File: src/verilog/uarf_pkg.sv
// Package for the serial port register front end: offsets, fields, states, timing
package uarf_pkg;
   // Register offsets (word index in I/O space)
   localparam logic [2:0] ADDR_SHARED0  = 3'h0;   // rx buffer / tx holding / divisor low
   localparam logic [2:0] ADDR_SHARED1  = 3'h1;   // interrupt enables / divisor high
   localparam logic [2:0] ADDR_SHARED2  = 3'h2;   // identification (rd) / fifo control (wr)
   localparam logic [2:0] ADDR_LINE_CTL = 3'h3;
   localparam logic [2:0] ADDR_MODEM    = 3'h4;
   localparam logic [2:0] ADDR_LINE_ST  = 3'h5;
   localparam logic [2:0] ADDR_SCRATCH  = 3'h6;
   localparam logic [2:0] ADDR_DIV_LOW  = 3'h7;
   localparam logic [3:0] ADDR_DIV_HIGH = 4'h8;
   localparam logic [3:0] ADDR_PWR_EMU  = 4'h9;

   // Field positions
   localparam int LCR_DIVISOR_ACCESS_SELECT_BIT   = 7;
   localparam int FCR_FIFO_EN    = 0;
   localparam int FCR_RX_RESET   = 1;
   localparam int FCR_TX_RESET   = 2;
   localparam int FCR_DMA_MODE   = 3;
   localparam int IER_RX_BIT     = 0;
   localparam int IER_TX_BIT     = 1;
   localparam int IER_USED_MASK  = 3;  // Bits 3..0 stored

   // Identification codes and reset values
   localparam logic [7:0] IIR_NONE   = 8'h01;
   localparam logic [1:0] FIFO_STAT_ON  = 2'h3;
   localparam logic [1:0] FIFO_STAT_OFF = 2'h0;
   localparam logic [2:0] IID_RX_READY  = 3'h2;
   localparam logic [2:0] IID_TX_EMPTY  = 3'h1;
   localparam logic [2:0] IID_NONE      = 3'h0;
   localparam logic [15:0] PECR_RESET   = 16'h0002;

   // Data path
   localparam int CHAR_W      = 8;
   localparam int FIFO_DEPTH  = 16;
   localparam int OVERSAMPLE  = 16;
   localparam logic [3:0] SAMPLE_MID  = 4'h7;
   localparam logic [3:0] SAMPLE_LAST = 4'hF;

   typedef enum logic [1:0] {UARF_IDLE, UARF_START, UARF_DATA, UARF_STOP} uarf_line_t;
endpackage

File: src/verilog/uarf_fifo.sv
// Synchronous FIFO with valid/ready on both sides
module uarf_fifo #(
   parameter int WIDTH = 8,
   parameter int DEPTH = 16
) (
   input  wire logic             i_sys_clk,
   input  wire logic             i_nrst,
   input  wire logic             i_flush,
   input  wire logic             i_in_valid,
   output      logic             o_in_ready,
   input  wire logic [WIDTH-1:0] i_in_data,
   output      logic             o_out_valid,
   input  wire logic             i_out_ready,
   output      logic [WIDTH-1:0] o_out_data,
   output      logic [$clog2(DEPTH):0] o_count
);
   localparam int AW = $clog2(DEPTH);
   typedef struct packed {
      logic [AW-1:0] wr;
      logic [AW-1:0] rd;
      logic [AW:0]   cnt;
   } uarf_fifo_t;
   uarf_fifo_t st;
   uarf_fifo_t next_st;
   logic [WIDTH-1:0] mem [DEPTH];  // Contents survive reset on purpose
   logic push;
   logic pop;

   assign o_in_ready  = (st.cnt != (AW+1)'(DEPTH));
   assign o_out_valid = (st.cnt != '0);
   assign o_out_data  = mem[st.rd];
   assign o_count     = st.cnt;
   assign push = i_in_valid & o_in_ready;
   assign pop  = o_out_valid & i_out_ready;

   // Pointer and count update; flush clears pointers and count, not storage
   always_comb
   begin
      next_st = st;
      if (i_flush)
      begin
         next_st = '0;
      end
      else
      begin
         if (push)
            next_st.wr = st.wr + 1'b1;
         if (pop)
            next_st.rd = st.rd + 1'b1;
         next_st.cnt = st.cnt + (AW+1)'(push) - (AW+1)'(pop);
      end
   end

   always_ff @(posedge i_sys_clk or negedge i_nrst)
   begin
      if (!i_nrst)
         st <= '0;
      else
         st <= next_st;
   end

   // Storage has no reset so held characters keep their value
   always_ff @(posedge i_sys_clk)
   begin
      if (push && !i_flush)
         mem[st.wr] <= i_in_data;
   end
endmodule

File: src/verilog/uarf_top.sv
// Serial port register front end: address decode, receive and transmit buffer paths
//
// Contract
// - Selector 0: shared address 0 reads receive buffer, writes transmit holding.
// - Selector 1: shared address 0 reads and writes the divisor low byte.
// - Shared address 1 reaches interrupt enables (selector 0) or divisor high (1).
// - Shared address 2 reads identification, writes fifo control, selector ignored.
// - Divisor bytes also reachable at dedicated addresses regardless of selector.
// - All registers sit at 16-bit addresses in processor I/O space.
// - Character in bits 7..0; bits 15..8 read zero, writes ignored.
// - With fifo mode the receive buffer is a 16-byte FIFO.
// - With fifo mode the transmit holding register is a 16-byte FIFO.
// - Receiver samples the line with a clock at sixteen times the bit rate.
// - Receive shift register assembles characters and moves them into buffer or FIFO.
// - Non-fifo: data-ready interrupt while a character waits; cleared on read.
// - Fifo: data-ready interrupt while occupancy is at or above trigger level.
// - Idle transmit shift register takes next character and serializes it out.
// - Non-fifo: holding-empty interrupt while holding is empty; cleared by a write.
// - Fifo: holding-empty interrupt when FIFO empty; cleared on first byte written.
// - Buffer character contents are not forced by reset.
// - Fifo mode follows fifo enable bit; identification reports 11b or 00b.
module uarf_top (
   input  wire logic        i_sys_clk,
   input  wire logic        i_nrst,
   input  wire logic [15:0] i_io_addr,
   input  wire logic        i_io_rd,
   input  wire logic        i_io_wr,
   input  wire logic [15:0] i_io_wdata,
   output      logic [15:0] o_io_rdata,
   input  wire logic        i_rx,
   input  wire logic        i_rx_tick16,
   output      logic        o_tx,
   output      logic        o_irq,
   output      logic [15:0] o_baud_divisor
);
   localparam int CW = uarf_pkg::CHAR_W;
   localparam int DP = uarf_pkg::FIFO_DEPTH;
   localparam int CNTW = $clog2(DP) + 1;

   typedef struct packed {
      logic [1:0]        rx_sync;
      logic [1:0]        tick_sync;
      logic              tick_prev;
      logic [7:0]        div_lo;
      logic [7:0]        div_hi;
      logic [3:0]        ier;
      logic [7:0]        fcr;
      logic [7:0]        lcr;
      logic [4:0]        mcr;
      logic [7:0]        scr;
      logic [15:0]       pecr;
      logic [15:0]       rdata;
      uarf_pkg::uarf_line_t rx_state;
      logic [3:0]        rx_ph;
      logic [2:0]        rx_bit;
      logic [CW-1:0]     rx_shift;
      uarf_pkg::uarf_line_t tx_state;
      logic [3:0]        tx_ph;
      logic [2:0]        tx_bit;
      logic [CW-1:0]     tx_shift;
      logic              tx_line;
      logic              overrun;
   } uarf_state_t;

   uarf_state_t st;
   uarf_state_t next_st;

   logic          fifo_mode;
   logic          divisor_access_select;
   logic          tick;
   logic          rx_in;
   logic          rx_push;
   logic          rx_pop;
   logic          rx_valid;
   logic [CW-1:0] rx_data;
   logic [CNTW-1:0] rx_cnt;
   logic          tx_push;
   logic          tx_pop;
   logic          tx_valid;
   logic [CW-1:0] tx_data;
   logic [CNTW-1:0] tx_cnt;
   logic [CNTW-1:0] rx_cap;
   logic [CNTW-1:0] tx_cap;
   logic [CNTW-1:0] trig;
   logic          rx_irq;
   logic          tx_irq;
   logic [7:0]    iir;
   logic [7:0]    lsr;
   logic          flush_rx;
   logic          flush_tx;

   // Single-character stage just caps the FIFO at one entry
   assign fifo_mode = st.fcr[uarf_pkg::FCR_FIFO_EN];
   assign divisor_access_select      = st.lcr[uarf_pkg::LCR_DIVISOR_ACCESS_SELECT_BIT];
   assign rx_cap    = fifo_mode ? CNTW'(DP) : CNTW'(1);
   assign tx_cap    = fifo_mode ? CNTW'(DP) : CNTW'(1);
   assign tick      = st.tick_sync[1] & ~st.tick_prev;
   assign rx_in     = st.rx_sync[1];
   assign o_tx           = st.tx_line;
   assign o_io_rdata     = st.rdata;
   assign o_baud_divisor = {st.div_hi, st.div_lo};

   // Trigger level from fifo control bits 7..6: 1, 4, 8, 14 bytes
   always_comb
   begin
      case (st.fcr[7:6])
         2'h0:    trig = CNTW'(1);
         2'h1:    trig = CNTW'(4);
         2'h2:    trig = CNTW'(8);
         default: trig = CNTW'(14);
      endcase
   end

   // Interrupt sources are levels derived from buffer occupancy, so no event is lost
   assign rx_irq = st.ier[uarf_pkg::IER_RX_BIT] &
                   (fifo_mode ? (rx_cnt >= trig)
                              : (rx_cnt != '0));
   assign tx_irq = st.ier[uarf_pkg::IER_TX_BIT] & (tx_cnt == '0);
   assign o_irq  = rx_irq | tx_irq;

   // Identification: receive outranks transmit; pending bit is active low
   always_comb
   begin
      iir = uarf_pkg::IIR_NONE;
      iir[7:6] = fifo_mode ? uarf_pkg::FIFO_STAT_ON : uarf_pkg::FIFO_STAT_OFF;
      if (rx_irq)
         iir[3:0] = {uarf_pkg::IID_RX_READY, 1'b0};
      else if (tx_irq)
         iir[3:0] = {uarf_pkg::IID_TX_EMPTY, 1'b0};
   end

   // Line status: data ready, overrun, holding empty, transmitter empty
   always_comb
   begin
      lsr = 8'h00;
      lsr[0] = rx_valid;
      lsr[1] = st.overrun;
      lsr[5] = (tx_cnt == '0);
      lsr[6] = (tx_cnt == '0) && (st.tx_state == uarf_pkg::UARF_IDLE);
   end

   // Bus decode strobes; reserved upper address bits must be zero
   assign rx_pop  = i_io_rd && (i_io_addr == 16'(uarf_pkg::ADDR_SHARED0)) && !divisor_access_select;
   assign tx_push = i_io_wr && (i_io_addr == 16'(uarf_pkg::ADDR_SHARED0)) && !divisor_access_select;
   assign rx_push = (st.rx_state == uarf_pkg::UARF_STOP) && tick &&
                    (st.rx_ph == uarf_pkg::SAMPLE_MID) && rx_in && (rx_cnt < rx_cap);
   assign tx_pop  = (st.tx_state == uarf_pkg::UARF_IDLE) && tx_valid;
   assign flush_rx = i_io_wr && (i_io_addr == 16'(uarf_pkg::ADDR_SHARED2)) &&
                     (i_io_wdata[uarf_pkg::FCR_RX_RESET] ||
                      i_io_wdata[uarf_pkg::FCR_FIFO_EN] != fifo_mode);
   assign flush_tx = i_io_wr && (i_io_addr == 16'(uarf_pkg::ADDR_SHARED2)) &&
                     (i_io_wdata[uarf_pkg::FCR_TX_RESET] ||
                      i_io_wdata[uarf_pkg::FCR_FIFO_EN] != fifo_mode);

   // Receive buffer path; occupancy against capacity gates the shift register hand-off
   // Occupancy, not the ready flag, limits the push so non-fifo mode caps at one
   uarf_fifo #(.WIDTH(CW), .DEPTH(DP)) u_rx_fifo (
      .i_sys_clk   (i_sys_clk),
      .i_nrst      (i_nrst),
      .i_flush     (flush_rx),
      .i_in_valid  (rx_push),
      .o_in_ready  (),
      .i_in_data   (st.rx_shift),
      .o_out_valid (rx_valid),
      .i_out_ready (rx_pop),
      .o_out_data  (rx_data),
      .o_count     (rx_cnt)
   );

   // Transmit holding path; writes beyond capacity are dropped
   // Ready is left open; the same capacity test guards the write strobe
   uarf_fifo #(.WIDTH(CW), .DEPTH(DP)) u_tx_fifo (
      .i_sys_clk   (i_sys_clk),
      .i_nrst      (i_nrst),
      .i_flush     (flush_tx),
      .i_in_valid  (tx_push && (tx_cnt < tx_cap)),
      .o_in_ready  (),
      .i_in_data   (i_io_wdata[7:0]),
      .o_out_valid (tx_valid),
      .i_out_ready (tx_pop),
      .o_out_data  (tx_data),
      .o_count     (tx_cnt)
   );

   // Register writes, read mux, receiver and transmitter machines
   always_comb
   begin
      next_st = st;
      next_st.rx_sync   = {st.rx_sync[0], i_rx};
      next_st.tick_sync = {st.tick_sync[0], i_rx_tick16};
      next_st.tick_prev = st.tick_sync[1];

      // Writes; upper data bits stored only at ADDR_PWR_EMU
      if (i_io_wr)
      begin
         case (i_io_addr)
            16'(uarf_pkg::ADDR_SHARED0):
               if (divisor_access_select)
                  next_st.div_lo = i_io_wdata[7:0];
            16'(uarf_pkg::ADDR_SHARED1):
               if (divisor_access_select)
                  next_st.div_hi = i_io_wdata[7:0];
               else
                  next_st.ier = i_io_wdata[uarf_pkg::IER_USED_MASK:0];
            16'(uarf_pkg::ADDR_SHARED2):
               next_st.fcr = i_io_wdata[7:0];
            16'(uarf_pkg::ADDR_LINE_CTL):
               next_st.lcr = i_io_wdata[7:0];
            16'(uarf_pkg::ADDR_MODEM):
               next_st.mcr = i_io_wdata[4:0];
            16'(uarf_pkg::ADDR_SCRATCH):
               next_st.scr = i_io_wdata[7:0];
            16'(uarf_pkg::ADDR_DIV_LOW):
               next_st.div_lo = i_io_wdata[7:0];
            16'(uarf_pkg::ADDR_DIV_HIGH):
               next_st.div_hi = i_io_wdata[7:0];
            16'(uarf_pkg::ADDR_PWR_EMU):
               next_st.pecr = i_io_wdata;
            default: ;
         endcase
      end

      // Read data registered; unmapped addresses answer zero
      next_st.rdata = 16'h0000;
      if (i_io_rd)
      begin
         case (i_io_addr)
            16'(uarf_pkg::ADDR_SHARED0):
               next_st.rdata = divisor_access_select ? {8'h00, st.div_lo} : {8'h00, rx_data};
            16'(uarf_pkg::ADDR_SHARED1):
               next_st.rdata = divisor_access_select ? {8'h00, st.div_hi} : {12'h000, st.ier};
            16'(uarf_pkg::ADDR_SHARED2):
               next_st.rdata = {8'h00, iir};
            16'(uarf_pkg::ADDR_LINE_CTL): next_st.rdata = {8'h00, st.lcr};
            16'(uarf_pkg::ADDR_MODEM):    next_st.rdata = {11'h000, st.mcr};
            16'(uarf_pkg::ADDR_LINE_ST):  next_st.rdata = {8'h00, lsr};
            16'(uarf_pkg::ADDR_SCRATCH):  next_st.rdata = {8'h00, st.scr};
            16'(uarf_pkg::ADDR_DIV_LOW):  next_st.rdata = {8'h00, st.div_lo};
            16'(uarf_pkg::ADDR_DIV_HIGH): next_st.rdata = {8'h00, st.div_hi};
            16'(uarf_pkg::ADDR_PWR_EMU):  next_st.rdata = st.pecr;
            default:                      next_st.rdata = 16'h0000;
         endcase
         if (i_io_addr == 16'(uarf_pkg::ADDR_LINE_ST))
            next_st.overrun = 1'b0;
      end

      // Receiver: 16 ticks per bit, sampled mid-bit, 8 data bits
      if (tick)
      begin
         next_st.rx_ph = st.rx_ph + 4'h1;
         case (st.rx_state)
            uarf_pkg::UARF_IDLE:
               if (!rx_in)
               begin
                  next_st.rx_state = uarf_pkg::UARF_START;
                  next_st.rx_ph = 4'h0;
               end
            uarf_pkg::UARF_START:
               if (st.rx_ph == uarf_pkg::SAMPLE_MID)
               begin
                  next_st.rx_ph = 4'h8;   // Realign so next sample lands mid-bit
                  next_st.rx_bit = 3'h0;
                  // A start bit gone high again by mid-bit is taken as a glitch
                  next_st.rx_state = rx_in ? uarf_pkg::UARF_IDLE : uarf_pkg::UARF_DATA;
               end
            uarf_pkg::UARF_DATA:
               if (st.rx_ph == uarf_pkg::SAMPLE_MID)
               begin
                  next_st.rx_shift = {rx_in, st.rx_shift[CW-1:1]};
                  next_st.rx_bit = st.rx_bit + 3'h1;
                  if (st.rx_bit == 3'h7)
                     next_st.rx_state = uarf_pkg::UARF_STOP;
               end
            uarf_pkg::UARF_STOP:
               if (st.rx_ph == uarf_pkg::SAMPLE_MID)
               begin
                  next_st.rx_state = uarf_pkg::UARF_IDLE;
                  // Full buffer: character dropped and overrun flagged, set beats clear
                  if (rx_in && (rx_cnt >= rx_cap))
                     next_st.overrun = 1'b1;
               end
            default: next_st.rx_state = uarf_pkg::UARF_IDLE;
         endcase
      end

      // Transmitter: bit timing from the same 16x tick, LSB first
      case (st.tx_state)
         uarf_pkg::UARF_IDLE:
            if (tx_pop)
            begin
               next_st.tx_shift = tx_data;
               next_st.tx_ph = 4'h0;
               next_st.tx_line = 1'b0;
               next_st.tx_state = uarf_pkg::UARF_START;
            end
         uarf_pkg::UARF_START:
            if (tick && st.tx_ph == uarf_pkg::SAMPLE_LAST)
            begin
               next_st.tx_line = st.tx_shift[0];
               next_st.tx_bit = 3'h0;
               next_st.tx_state = uarf_pkg::UARF_DATA;
            end
         uarf_pkg::UARF_DATA:
            if (tick && st.tx_ph == uarf_pkg::SAMPLE_LAST)
            begin
               next_st.tx_shift = {1'b0, st.tx_shift[CW-1:1]};
               next_st.tx_bit = st.tx_bit + 3'h1;
               next_st.tx_line = (st.tx_bit == 3'h7) ? 1'b1 : st.tx_shift[1];
               if (st.tx_bit == 3'h7)
                  next_st.tx_state = uarf_pkg::UARF_STOP;
            end
         uarf_pkg::UARF_STOP:
            if (tick && st.tx_ph == uarf_pkg::SAMPLE_LAST)
               next_st.tx_state = uarf_pkg::UARF_IDLE;
         default: next_st.tx_state = uarf_pkg::UARF_IDLE;
      endcase
      // Phase only runs inside a frame so every start bit lasts sixteen ticks
      if (tick && st.tx_state != uarf_pkg::UARF_IDLE)
         next_st.tx_ph = st.tx_ph + 4'h1;
   end

   // Whole state struct resets, divisor and scratch too, so software reloads them
   // FIFO storage has no reset, but FIFO pointers and count clear, so buffered characters are discarded
   always_ff @(posedge i_sys_clk or negedge i_nrst)
   begin
      if (!i_nrst)
      begin
         st <= '0;
         st.rx_sync <= 2'h3;
         st.tx_line <= 1'b1;
         st.pecr <= uarf_pkg::PECR_RESET;
      end
      else
      begin
         st <= next_st;
      end
   end
endmodule
File: config.mk
export PLATFORM = sky130hd
export DESIGN_NAME = uarf_top
export DESIGN_NICKNAME = d
export VERILOG_FILES = /design/src/verilog/uarf_pkg.sv /design/src/verilog/uarf_fifo.sv /design/src/verilog/uarf_top.sv
export SDC_FILE = /design/constraint.sdc
export NUM_CORES = 1
export LEC_CHECK = 0
export ABC_AREA = 1
export BUFFER_PORTS_ARGS = -buffer_cell sky130_fd_sc_hd__buf_2
export CAP_MARGIN = 30
export CORE_UTILIZATION = 45
export DETAILED_ROUTE_END_ITERATION = 10
export MAX_ROUTING_LAYER = met4
export PLACE_DENSITY = 0.57
export SYNTH_ARGS = -nofsm -noshare
export SYNTH_HDL_FRONTEND = slang
export SYNTH_SLANG_ARGS = --single-unit
File: constraint.sdc
create_clock -name i_sys_clk -period 3.5 [get_ports i_sys_clk]
set_input_delay 0.875 -clock i_sys_clk [delete_from_list [all_inputs] [get_ports i_sys_clk]]
set_output_delay 0.875 -clock i_sys_clk [all_outputs]
set_load 0.005 [all_outputs]
==> out/qor.txt <==
Clock Skews: 31.6 ps
final wirelength: 45300 um
most frequent cell after synthesis: nand2_1
vias in the first global route: 12511
crit end category: primary output
crit path max fanout: 4
status: finished clean
Int Pwr: 0.00850 W
Vias: 12791
num rows: 73
width of the die: 204 um
Post-synth top cells: 304 x nand2_1, 289 x nor2_1, 256 x edfxtp_1
Synth Cell Area: 0.0183 mm2
Seq pwr share: 44.6%
Post-Route Setup TNS: 0 ps
Overflow after GRT: 0
switching share of total power: 29.2%
Logic pwr share: 18.4%
WS Path Type: register to primary output
Post-CTS Setup Bufs: 0
final hold vios: 0
Max IR drop VDD: 0.357 mV
drt wl/cell: 18.9 um
Distinct cells, synth: 48
cell taking the most area after synthesis: edfxtp_1
Filler cells: 3608
Worst Path Arrival: 2090 ps
placed instance count: 2329
max_cap viols: 0
CTS buffer count: 42
Area Growth Syn to Fin: 11.5%
Syn Inst Count: 1798
Slew Viols, Final: 0
FFs w/ async S/R, synth: 35.8%
Max Clock Freq: 337 MHz
core area: 0.0399 mm2
Post-synth EDFFs: 256
required time worst endpoint: 2620 ps
total track usage: 23.2%
Synth top area share: 42.1%
Synth Register Bits: 399
clock share of power: 37.0%
initial antenna violation count: 0
Finish-stage setup viols: 0
CTS clock-pin slew for the worst setup and hold paths: 60 ps
vias per cell: 5.32
DR pass1 iterations: 5
initial core utilization: 45.8%
nature of the critical path startpoint: register
post-DP HPWL: 30200 um
final worst path period need: 2970 ps
global placement routability congestion: 0.889
Synth area leaders: edfxtp_1 42%, dfrtp_1 19%, nand2_1 6.2%
Post-CTS Hold Buffers: 0
# DRC: 0
fin crit share: 84.8%
worst hold path class: input pin to asynchronous set/reset pin
Antenna Cells: 0
Cell Pwr Density: 589 mW/mm2
Non-Filler Instances: 2405
measured slew at the worst slew-check pin: 883 ps
CTS tree: built
Yosys warning total: 0
Detailed Route Iter0 Violations: 952
CTS Sinks: 399
Layout Nets: 1932
ANT nets after route: 0
Max Root-Sink Buffers: 3
layout cells sized above 1: 12.4%
Mapped Nets: 1882
post-cts sizing count: 0
die area: 0.0414 mm2
first-pass GRT wire length: 71300 um
# IOs: 72
syn avg cell area: 10.2 um2
Pleak: 8.51 nW
Buffers on Ports: 71
DIE HEIGHT: 204 um
H-tree levels: 2
Switching Power: 0.00351 W
worst skew pair latency: 580 ps
slew margin rel.: 40.9%
Root Driver: clkbuf_16
largest net degree at the start of global routing: 77
post-synthesis sequential area ratio: 61.7%
RSZ-0062 raised after global routing: no
Top FF cell, synth: edfxtp_1
## final timing paths
| check | from | endpoint | slack, ps | cells past startpoint |
|---|---|---|---|---|
| worst max register to register | u_tx_fifo.o_count[2] | u_tx_fifo.o_count[4] | 530 | 15 |
| worst min-delay path | i_nrst | st[6] | 330 | 1 |
| min in group i_sys_clk | next_st[119] | next_st[117] | 350 | 0 |
| worst max-delay path | u_rx_fifo.o_count[2] | o_irq | 530 | 10 |
| max in group asynchronous | i_nrst | st[53] | 2370 | 2 |
| worst min register to register | next_st[119] | next_st[117] | 350 | 0 |
## area by class of cell
class	count	area, um2	share of cell area [%]
Multi-Input combinational cell	1154	5870	28.8
Clock inverter	21	221	1.09
Sequential cell	399	11300	55.3
Timing Repair Buffer	112	682	3.35
Tap cell	525	657	3.22
Inverter	139	529	2.60
Clock buffer	55	1140	5.59
## logic make-up after synthesis
kind of cell             Yosys count  synth area share, %
AO/OA/AOI/OAI                    276                 8.28
XOR/XNOR                           9                0.431
adder cells (fa/ha/maj)           46                 3.23
buffers and inverters            245                 6.22
flip-flops                       399                 61.7
multiplexers                      11                0.664
AND/OR/NAND/NOR                  812                 19.5
## routing by layer
layer,up-vias,GRT usage [%],share of wire (%)
met2,340,34.9,45
met5,-,-,0
met3,77,3.95,5.5
met4,0,7.76,2.9
li1,6194,-,-
met1,6180,31.9,46
## registers in the layout, indices dropped and copies added (netlist names), named ones only
| register | cells |
|---|---|
| u_tx_fifo.o_count | 5 |
| o_tx | 1 |
| u_tx_fifo.mem | 128 |
| u_tx_fifo.st | 8 |
| rx_in | 1 |
| o_io_rdata | 16 |
| o_baud_divisor | 16 |
| u_rx_fifo.st | 8 |
| u_rx_fifo.mem | 128 |
| fifo_mode | 1 |
| st | 76 |
| next_st | 3 |
| u_rx_fifo.o_count | 5 |
| lsr | 1 |
| divisor_access_select | 1 |
## worst max-delay path, stage by stage, from the launching register on
cell     delay [ps]
dfrtp_1         420
inv_1           140
ha_1            160
inv_1            40
nor2_1          200
nand4_1         120
nand2_1          70
inv_1            50
nand2_1          90
nand2_1         100
buf_2           140
## placed cells by master (no fill, tap or decap), types with 6 or more instances in the layout
cell	count
mux2_2	9
xor2_1	6
nand2_1	304
ha_1	44
nor2_2	6
clkinv_1	12
nand3_2	6
clkbuf_1	9
a21oi_1	58
clkbuf_16	42
dfrtp_1	137
nor3_1	15
nand4_1	42
inv_1	127
nor2_4	9
buf_2	70
o21ai_0	144
inv_2	6
o21ai_1	26
o211ai_1	35
edfxtp_1	256
nand3_1	126
buf_4	40
nor2_1	289
## through the flow
stage	instance area, um2	total power (W)	setup slack (ps)	hold slack, ps	util (%)
global route	20400	0.0126	235	360	51.1
floorplan	18300	0.00698	374	331	-
finish	20400	0.0120	532	326	51.1
detailed placement	19000	0.00765	191	339	47.6
global placement	19000	0.00761	246	340	47.6
CTS	20400	0.0121	519	355	51.1
## power by group through the flow
stage	combinational [W]	sequential (W)	clock, W
6_report	0.00221	0.00536	0.00444
5_1_grt	0.00250	0.00538	0.00470
4_1_cts	0.00222	0.00536	0.00453
3_5_place_dp	0.00220	0.00545	0
3_3_place_gp	0.00217	0.00544	0
2_1_floorplan	0.00162	0.00536	0
Power figures use the tool's default switching activity.
